`src/design/timer16_regs.svh`:
```
/*
  Register map, field positions, reset values and timing constants of the 16-bit waveform timer.
  Assumes a plain register port with one-cycle strobes and read data one cycle later.
*/
`ifndef TIMER16_REGS_SVH
`define TIMER16_REGS_SVH

`define ADDR_CONTROL 4'h0
`define ADDR_COUNT 4'h1
`define ADDR_COMPARE_A 4'h2
`define ADDR_COMPARE_B 4'h3
`define ADDR_CAPTURE_TOP 4'h4
`define ADDR_FLAGS 4'h5
`define ADDR_WAVE 4'h6

`define CTRL_MODE_LSB 0
`define CTRL_CLKSEL_LSB 4
`define CTRL_ACT_A_LSB 8
`define CTRL_ACT_B_LSB 10
`define CTRL_DIR_A_BIT 12
`define CTRL_DIR_B_BIT 13

`define FLAG_OVF_BIT 0
`define FLAG_CMPA_BIT 1
`define FLAG_CMPB_BIT 2
`define FLAG_CAPT_BIT 3

`define TOP_8BIT 16'h00FF
`define TOP_9BIT 16'h01FF
`define TOP_10BIT 16'h03FF
`define COUNT_MAX 16'hFFFF
`define COUNT_BOTTOM 16'h0000
`define CONTROL_RESET 16'h0000

`define DIV_8 10'h007
`define DIV_64 10'h03F
`define DIV_256 10'h0FF
`define DIV_1024 10'h3FF

`endif

```
`src/design/timer16_pkg.sv`:
```
/*
  Types of the 16-bit waveform timer: mode codes, clock selects and the register bus carrier.
  Assumes the constants header supplies offsets and field positions.
*/
package timer16_pkg;

  typedef enum logic [3:0] {
    MODE_NORMAL = 4'h0,
    MODE_CTC_CMPA = 4'h4,
    MODE_FAST_8 = 4'h5,
    MODE_FAST_9 = 4'h6,
    MODE_FAST_10 = 4'h7,
    MODE_CTC_CAPT = 4'hC,
    MODE_FAST_CAPT = 4'hE,
    MODE_FAST_CMPA = 4'hF
  } mode_t;

  typedef enum logic [2:0] {
    CLK_STOP = 3'h0,
    CLK_DIV1 = 3'h1,
    CLK_DIV8 = 3'h2,
    CLK_DIV64 = 3'h3,
    CLK_DIV256 = 3'h4,
    CLK_DIV1024 = 3'h5
  } clock_sel_t;

  typedef struct packed {
    logic [3:0] addr;
    logic [15:0] wdata;
    logic write;
    logic read;
  } bus_req_t;

endpackage

```
`src/design/timer16_ctc_fast_pwm.sv`:
```
/*
  16-bit timer with clear-on-match counting and single-slope fast PWM, two compare outputs.
  Assumes a synchronous software master on the register port and pins taken in as synchronous.
*/
// Behaviour
// - Mode 4 clears count at compare A match, mode 12 at capture-top match.
// - Clear-on-match top is unbuffered; missed top runs count through 0xFFFF.
// - Clear-on-match with action 1 toggles output A on each match.
// - Wave output reaches pin only while its direction bit is one.
// - Clear-on-match raises overflow flag when count rolls from max to zero.
// - Clear-on-match sets compare A or capture flag when count reaches top.
// - Fast modes 5, 6, 7 use tops 0x00FF, 0x01FF, 0x03FF; clear after top.
// - Fast mode 14 takes top from capture-top, 15 from compare A.
// - Fast action 2 clears on match, sets at bottom; 3 is inverted.
// - Fast mode sets overflow at top, plus top register flag same cycle.
// - A compare flag sets on each counting tick with count equal to that compare value, unless a count write blocks it.
// - Fixed top masks unused compare bits whenever a compare register is written.
// - Fast mode capture-top unbuffered; value below count wraps through 0xFFFF.
// - Fast mode buffers compare writes, loaded at top with clear and overflow.
// - Compare zero gives one-cycle spike; compare equal top gives constant level.
// - Fast mode 15 with action 1 toggles output A for 50% duty.
// - Timer tick is clock divided by 1, 8, 64, 256 or 1024.
// - Fast PWM period is prescale times top plus one clocks.
// - Action 0 leaves the wave output unchanged on match in every mode.
// - A write to the count blocks all compare matches in the next tick.
`timescale 1ns/1ns
`include "timer16_regs.svh"

module timer16_ctc_fast_pwm
  import timer16_pkg::*;
(
  input wire logic i_clock,
  input wire logic i_rst,
  input wire logic [3:0] i_addr,
  input wire logic [15:0] i_wdata,
  input wire logic i_write,
  input wire logic i_read,
  output logic [15:0] o_rdata,
  output logic [1:0] o_wave_out,
  output logic [1:0] o_wave_out_en,
  output logic [3:0] o_flags
);

  bus_req_t bus;
  assign bus = '{addr: i_addr, wdata: i_wdata, write: i_write, read: i_read};

  logic [15:0] control_reg;
  logic [15:0] count_value_reg;
  logic [15:0] compare_a_value_reg;
  logic [15:0] compare_b_value_reg;
  logic [15:0] compare_a_buf_reg;
  logic [15:0] compare_b_buf_reg;
  logic [15:0] capture_top_value_reg;
  logic [3:0] flags_reg;
  logic [1:0] wave_out_reg;
  logic [15:0] rdata_reg;
  logic [9:0] prescale_reg;
  logic block_reg;
  logic [1:0] wave_pin_reg;
  logic [1:0] wave_en_reg;

  wire mode_t waveform_mode_select = mode_t'(control_reg[`CTRL_MODE_LSB +: 4]);
  wire clock_sel_t clock_select = clock_sel_t'(control_reg[`CTRL_CLKSEL_LSB +: 3]);
  wire [1:0] output_a_action_select = control_reg[`CTRL_ACT_A_LSB +: 2];
  wire [1:0] output_b_action_select = control_reg[`CTRL_ACT_B_LSB +: 2];
  wire [1:0] pin_direction = {control_reg[`CTRL_DIR_B_BIT], control_reg[`CTRL_DIR_A_BIT]};

  wire is_ctc = (waveform_mode_select == MODE_CTC_CMPA) || (waveform_mode_select == MODE_CTC_CAPT);
  wire is_fast = (waveform_mode_select == MODE_FAST_8) || (waveform_mode_select == MODE_FAST_9) ||
                 (waveform_mode_select == MODE_FAST_10) ||
                 (waveform_mode_select == MODE_FAST_CAPT) ||
                 (waveform_mode_select == MODE_FAST_CMPA);
  wire top_is_cmpa = (waveform_mode_select == MODE_CTC_CMPA) ||
                     (waveform_mode_select == MODE_FAST_CMPA);
  wire top_is_capt = (waveform_mode_select == MODE_CTC_CAPT) ||
                     (waveform_mode_select == MODE_FAST_CAPT);

  logic [15:0] top_value;
  always_comb begin
    case (waveform_mode_select)
      MODE_FAST_8: top_value = `TOP_8BIT;
      MODE_FAST_9: top_value = `TOP_9BIT;
      MODE_FAST_10: top_value = `TOP_10BIT;
      MODE_CTC_CMPA, MODE_FAST_CMPA: top_value = compare_a_value_reg;
      MODE_CTC_CAPT, MODE_FAST_CAPT: top_value = capture_top_value_reg;
      default: top_value = `COUNT_MAX;
    endcase
  end
  wire [15:0] fixed_mask = (waveform_mode_select == MODE_FAST_8) ? `TOP_8BIT :
                           (waveform_mode_select == MODE_FAST_9) ? `TOP_9BIT :
                           (waveform_mode_select == MODE_FAST_10) ? `TOP_10BIT : `COUNT_MAX;

  logic [9:0] prescale_limit;
  always_comb begin
    case (clock_select)
      CLK_DIV8: prescale_limit = `DIV_8;
      CLK_DIV64: prescale_limit = `DIV_64;
      CLK_DIV256: prescale_limit = `DIV_256;
      CLK_DIV1024: prescale_limit = `DIV_1024;
      default: prescale_limit = 10'h000;
    endcase
  end
  wire clock_run = (clock_select != CLK_STOP) && (clock_select <= CLK_DIV1024);
  wire tick = clock_run && (prescale_reg >= prescale_limit);
  // only the two supported families count
  wire active = is_ctc || is_fast;

  wire wr_control = bus.write && (bus.addr == `ADDR_CONTROL);
  wire wr_count = bus.write && (bus.addr == `ADDR_COUNT);
  wire wr_cmpa = bus.write && (bus.addr == `ADDR_COMPARE_A);
  wire wr_cmpb = bus.write && (bus.addr == `ADDR_COMPARE_B);
  wire wr_capt = bus.write && (bus.addr == `ADDR_CAPTURE_TOP);
  wire wr_flags = bus.write && (bus.addr == `ADDR_FLAGS);
  wire wr_wave = bus.write && (bus.addr == `ADDR_WAVE);

  wire at_top = (count_value_reg == top_value);
  wire at_max = (count_value_reg == `COUNT_MAX);
  wire match_ok = tick && active && !block_reg;
  wire top_match = match_ok && at_top;
  wire [1:0] cmp_match = {match_ok && (count_value_reg == compare_b_value_reg),
                          match_ok && (count_value_reg == compare_a_value_reg)};
  // unbuffered top missed, run to max
  wire [15:0] count_next = (tick && active && at_top) ? `COUNT_BOTTOM : count_value_reg + 16'h0001;
  // A top of 0xFFFF also rolls from max to zero, so overflow must not depend on the top
  wire roll_max = tick && active && at_max;
  wire cleared = tick && active && at_top;

  wire ovf_event = (is_ctc && roll_max) || (is_fast && top_match);
  wire [3:0] flag_set = {top_is_capt && top_match, cmp_match[1], cmp_match[0], ovf_event};

  wire [1:0] action [2];
  assign action[0] = output_a_action_select;
  assign action[1] = output_b_action_select;

  // Per-channel waveform; action 0 holds the output
  logic [1:0] wave_next;
  genvar ch;
  generate
    for (ch = 0; ch < 2; ch++) begin : g_wave
      always_comb begin
        wave_next[ch] = wave_out_reg[ch];
        if (is_ctc && cmp_match[ch] && action[ch] == 2'h1 && ch == 0) begin
          wave_next[ch] = ~wave_out_reg[ch];
        end else if (is_fast && action[ch] == 2'h1) begin
          // toggle only with compare A as top
          if (ch == 0 && waveform_mode_select == MODE_FAST_CMPA && cmp_match[ch]) begin
            wave_next[ch] = ~wave_out_reg[ch];
          end
        end else if (is_fast && action[ch][1]) begin
          // match beats bottom reset so top compare stays constant
          if (cmp_match[ch]) begin
            wave_next[ch] = action[ch][0];
          end else if (cleared) begin
            wave_next[ch] = ~action[ch][0];
          end
        end
      end
    end
  endgenerate

  always_ff @(posedge i_clock) begin
    if (i_rst) begin
      prescale_reg <= 10'h000;
    end else if (!clock_run || tick) begin
      prescale_reg <= 10'h000;
    end else begin
      prescale_reg <= prescale_reg + 10'h001;
    end
  end

  always_ff @(posedge i_clock) begin
    if (i_rst) begin
      count_value_reg <= `COUNT_BOTTOM;
      block_reg <= 1'b0;
    end else if (wr_count) begin
      count_value_reg <= bus.wdata;
      block_reg <= 1'b1;
    end else begin
      if (tick && active) begin
        count_value_reg <= count_next;
      end
      if (tick) begin
        block_reg <= 1'b0;
      end
    end
  end

  always_ff @(posedge i_clock) begin
    if (i_rst) begin
      control_reg <= `CONTROL_RESET;
      capture_top_value_reg <= `COUNT_BOTTOM;
    end else begin
      if (wr_control) begin
        control_reg <= bus.wdata;
      end
      if (wr_capt) begin
        capture_top_value_reg <= bus.wdata;
      end
    end
  end

  always_ff @(posedge i_clock) begin
    if (i_rst) begin
      compare_a_buf_reg <= `COUNT_BOTTOM;
      compare_b_buf_reg <= `COUNT_BOTTOM;
      compare_a_value_reg <= `COUNT_BOTTOM;
      compare_b_value_reg <= `COUNT_BOTTOM;
    end else begin
      if (wr_cmpa) begin
        compare_a_buf_reg <= bus.wdata & fixed_mask;
      end
      if (wr_cmpb) begin
        compare_b_buf_reg <= bus.wdata & fixed_mask;
      end
      if (!is_fast) begin
        if (wr_cmpa) begin
          compare_a_value_reg <= bus.wdata & fixed_mask;
        end
        if (wr_cmpb) begin
          compare_b_value_reg <= bus.wdata & fixed_mask;
        end
      end else if (cleared) begin
        compare_a_value_reg <= compare_a_buf_reg;
        compare_b_value_reg <= compare_b_buf_reg;
      end
    end
  end

  // Set wins over a software clear in the same cycle
  always_ff @(posedge i_clock) begin
    if (i_rst) begin
      flags_reg <= 4'h0;
    end else begin
      flags_reg <= (flags_reg & ~(wr_flags ? bus.wdata[3:0] : 4'h0)) | flag_set;
    end
  end

  always_ff @(posedge i_clock) begin
    if (i_rst) begin
      wave_out_reg <= 2'h0;
    end else if (wr_wave) begin
      wave_out_reg <= bus.wdata[1:0];
    end else begin
      wave_out_reg <= wave_next;
    end
  end

  // Pin follows a forced state in the same cycle as the internal state
  wire [1:0] wave_load = wr_wave ? bus.wdata[1:0] : wave_next;

  always_ff @(posedge i_clock) begin
    if (i_rst) begin
      wave_pin_reg <= 2'h0;
      wave_en_reg <= 2'h0;
    end else begin
      wave_pin_reg <= wave_load & pin_direction;
      wave_en_reg <= pin_direction;
    end
  end

  logic [15:0] read_mux;
  always_comb begin
    case (bus.addr)
      `ADDR_CONTROL: read_mux = control_reg;
      `ADDR_COUNT: read_mux = count_value_reg;
      `ADDR_COMPARE_A: read_mux = is_fast ? compare_a_buf_reg : compare_a_value_reg;
      `ADDR_COMPARE_B: read_mux = is_fast ? compare_b_buf_reg : compare_b_value_reg;
      `ADDR_CAPTURE_TOP: read_mux = capture_top_value_reg;
      `ADDR_FLAGS: read_mux = {12'h000, flags_reg};
      `ADDR_WAVE: read_mux = {14'h0000, wave_out_reg};
      default: read_mux = 16'h0000;
    endcase
  end

  always_ff @(posedge i_clock) begin
    if (i_rst) begin
      rdata_reg <= 16'h0000;
    end else begin
      rdata_reg <= bus.read ? read_mux : 16'h0000;
    end
  end

  assign o_rdata = rdata_reg;
  assign o_wave_out = wave_pin_reg;
  assign o_wave_out_en = wave_en_reg;
  assign o_flags = flags_reg;

  chk_top_clears: assert property (@(posedge i_clock) disable iff (i_rst)
    (tick && active && at_top && !wr_count) |=> count_value_reg == `COUNT_BOTTOM)
    else $error("count not cleared after top");
  chk_wrap_max: assert property (@(posedge i_clock) disable iff (i_rst)
    (tick && active && at_max && !at_top && !wr_count) |=> count_value_reg == `COUNT_BOTTOM)
    else $error("count did not wrap at max");
  chk_ctc_ovf: assert property (@(posedge i_clock) disable iff (i_rst)
    (is_ctc && tick && at_max && !at_top) |=> flags_reg[`FLAG_OVF_BIT])
    else $error("overflow flag missing at roll");
  chk_fast_ovf: assert property (@(posedge i_clock) disable iff (i_rst)
    (is_fast && top_match) |=> flags_reg[`FLAG_OVF_BIT] && (!top_is_cmpa || flags_reg[1]))
    else $error("fast top flags missing");
  chk_cmp_flag: assert property (@(posedge i_clock) disable iff (i_rst)
    cmp_match[0] |=> flags_reg[`FLAG_CMPA_BIT])
    else $error("compare flag not set");
  chk_block_write: assert property (@(posedge i_clock) disable iff (i_rst)
    wr_count |=> !cmp_match[0] && !cmp_match[1])
    else $error("match not blocked after count write");
  chk_buf_load: assert property (@(posedge i_clock) disable iff (i_rst)
    (is_fast && cleared && !wr_control) |=> compare_a_value_reg == $past(compare_a_buf_reg))
    else $error("compare buffer not loaded");
  chk_pin_gate: assert property (@(posedge i_clock) disable iff (i_rst)
    !pin_direction[0] |=> !o_wave_out[0])
    else $error("pin driven without direction");
  chk_hold_zero: assert property (@(posedge i_clock) disable iff (i_rst)
    (output_a_action_select == 2'h0 && !wr_wave) |=> $stable(wave_out_reg[0]))
    else $error("output changed with action zero");
  chk_ctc_toggle: assert property (@(posedge i_clock) disable iff (i_rst)
    (is_ctc && cmp_match[0] && output_a_action_select == 2'h1 && !wr_wave)
    |=> wave_out_reg[0] != $past(wave_out_reg[0]))
    else $error("output A not toggled on match");
  chk_fast_bottom: assert property (@(posedge i_clock) disable iff (i_rst)
    (is_fast && cleared && !cmp_match[0] && output_a_action_select == 2'h2 && !wr_wave)
    |=> wave_out_reg[0])
    else $error("output A not set at bottom");

endmodule

```
`config.mk`:
```
export PLATFORM = sky130hd
export DESIGN_NAME = timer16_ctc_fast_pwm
export DESIGN_NICKNAME = d
export VERILOG_FILES = /design/src/design/timer16_pkg.sv /design/src/design/timer16_ctc_fast_pwm.sv
export VERILOG_INCLUDE_DIRS = /design/src /design/src/design
export SDC_FILE = /design/constraint.sdc
export NUM_CORES = 1
export LEC_CHECK = 0
export BUFFER_PORTS_ARGS = -buffer_cell sky130_fd_sc_hd__buf_2
export CAP_MARGIN = 20
export CORE_ASPECT_RATIO = 1.4
export CORE_MARGIN = 3
export CORE_UTILIZATION = 62
export DETAILED_ROUTE_END_ITERATION = 10
export GPL_TIMING_DRIVEN = 0
export PLACE_DENSITY = 0.86
export RECOVER_POWER = 50
export SYNTH_ARGS = -nofsm -noshare
export SYNTH_HDL_FRONTEND = slang
export SYNTH_SLANG_ARGS = --single-unit
export TNS_END_PERCENT = 1
```
`constraint.sdc`:
```
create_clock -name i_clock -period 3.4 [get_ports i_clock]
set_input_delay 0.17 -clock i_clock [delete_from_list [all_inputs] [get_ports i_clock]]
set_output_delay 0.17 -clock i_clock [all_outputs]
set_load 0.01 [all_outputs]
```
==> metrics.txt <==
fmax 0.299 GHz; Post-synth EDFFs 0; post-synthesis sequential area ratio 35.8%; clock skew 0.0142 ns; status finished clean; proportion of layout cells with a drive suffix above 1 12.0%; vias per cell 6.60; Initial Util 64.1%; final worst path period share 98.5%; Max IR drop VDD 371 µV; vias in the first global route 8487; 1st-iter DRT viols 1167; number of routed nets with antenna violations 0; Clock transition at path regs 0.07 ns; TritonCTS clock tree yes; DR WL/cell 22.3 µm; FILL cells 1137; top_reg_cell synth dfxtp_1; port bufs 38; CTS root buffer clkbuf_16; Synth Register Bits 149; number of antenna diodes 0; I/O pins 48; Die Area 14900 µm²; Syn Inst Count 1109; met1 WL 10700 µm; Die Span Y 143 µm; Die Width 104 µm; FFs w/ async S/R, synth 0%; # clock sinks 149; initial antenna violation count 0; reg2reg start control_reg[6]; clock buffer depth 2; commonest non-fill, non-tap cell in the layout nand2_1; row count 49; Post-Place Cells 1327; via count 8968; Total Power 4.10 mW; worst-path fanout max 10; Util after Layout 72.3%; wire length on met2 14100 µm; CP Launch Type register; critical path required time 3.72 ns; final cell count without fillers 1359; Rel. slew slack 43.6%; syn nets 1145; synth unique cells 72; min Tclk post-route 3.35 ns; area delta synth->final 12.7%; first-pass GRT wire length 46300 µm; Yosys Warn Count 0; Final GP Congestion 0.990; DRC viols 0; RSZ-0062 raised after global routing false; Max-Cap Viols 0; Nets 1204; leakage 3.34 nW; final hold violation count 0; Crit Path Category register to register; Num CTS Buffers 17; Overflow after GRT 0; GRT Util Overall 40.2%; core area 13000 µm²; Setup Viol. Count Final 0; CTS Hold Bufs 0; worst slew pin tran 0.846 ns; Syn Area/Cell 7.52 µm²; largest net degree at the start of global routing 17; met3 wire length 3070 µm; Post-Synthesis Cell Area 8340 µm²; highest metal used met4; final wirelength 30300 µm; PD cells 436 nW/µm²; most frequent cells in the layout nand2_1, dfxtp_1, nor2_1; Clock Latency Late Sink 0.44 ns; CP Capture Type register; CP Launch Point control_reg[6]; Multi-input gate area 4960 µm²; H-tree levels 4; hold crit path type input port to register; first drt pass iteration count 6; DP HPWL 22500 µm; hold path startpoint i_wdata[8]; max-slew violation count 0; Worst Path Arrival 3.67 ns; Register Area 2990 µm²
synth_stat cells (11+ instances only):
master	number	area, µm²
clkbuf_1	74	278
o221a_2	32	360
dfxtp_1	149	2980
a31oi_1	11	68.8
nor3_1	24	120
mux2i_1	15	150
a211oi_1	12	90.1
nor4_1	17	106
a21oi_1	107	536
nor2_1	145	544
a222oi_1	13	130
ha_1	12	150
inv_1	20	75.1
nand2_1	188	706
xor2_1	42	368
o21ai_0	40	200
nand3_1	38	190
nand4_1	15	93.8
metal layers:
| metal | vias to the layer above | track usage, % |
|---|---|---|
| li1 | 4058 | - |
| met1 | 4108 | 46.0 |
| met2 | 620 | 65.8 |
| met3 | 182 | 8.77 |
| met4 | 0 | 30.8 |
| met5 | - | 0 |
worst max-delay path, cell delays in order, from the launching register on:
cell and delay, ns:
dfxtp_2 0.44, nor2b_1 0.23, a21oi_1 0.11, ha_1 0.30, o21ai_0 0.09, a21oi_1 0.23, nor3_2 0.12, nor3_2 0.28
nand2_1 0.10, or4_1 0.53, buf_2 0.23, clkbuf_4 0.26, o221a_2 0.31
path summary, 6_finish.rpt:
| path | end | slack [ns] | depth (start not counted) |
|---|---|---|---|
| max reg2reg | compare_a_value_reg[11] | 0.05 | 12 |
| max | compare_a_value_reg[11] | 0.05 | 12 |
| min | control_reg[8] | 0.04 | 3 |
| min reg2reg | control_reg[14] | 0.47 | 2 |
power by group:
part           internal (mW)  switching, mW  total, mW
sequential              1.78         0.0387       1.82
combinational          0.136          0.278      0.414
clock                   1.06          0.808       1.86
timing repair:
action / in CTS / in global routing
buffers inserted: 0 / 3
endpoints found under the setup margin: 48 / 52
cloned: 0 / 0
gates resized for setup: 7 / 25
pin swaps: 0 / 2
metrics by stage:
stage          area [µm²]  setup slack, ns  setup TNS, ns  hold slack, ns
2_1_floorplan        8340            0.425              0           0.306
3_5_place_dp         8760           -0.307          -4.75           0.453
3_3_place_gp         8750           -0.285          -3.29           0.444
6_report             9400           0.0523              0          0.0425
5_1_grt              9400          0.00210              0          0.0469
4_1_cts              9350          0.00688              0          0.0292
layout make-up:
| class | instances | area share [%] |
|---|---|---|
| clock buffer | 20 | 4.86 |
| timing repair buffer | 44 | 2.08 |
| tap | 178 | 2.37 |
| sequential | 149 | 31.8 |
| buffer | 88 | 4.13 |
| multi-input combinational | 848 | 52.8 |
| clock inverter | 12 | 1.24 |
| inverter | 20 | 0.799 |
logic make-up (layout without fill, tap and decap cells):
| kind of cell | count (synthesis) | in the layout | synth area share [%] |
|---|---|---|---|
| AO/OA/AOI/OAI | 270 | 270 | 22.2 |
| XOR/XNOR | 50 | 50 | 5.25 |
| adder cells (fa/ha/maj) | 12 | 12 | 1.80 |
| buffers and inverters | 112 | 184 | 5.58 |
| flip-flops | 149 | 149 | 35.8 |
| multiplexers | 17 | 17 | 2.07 |
| AND/OR/NAND/NOR | 499 | 499 | 27.4 |
Note: power is estimated with default switching activity, not from simulation.
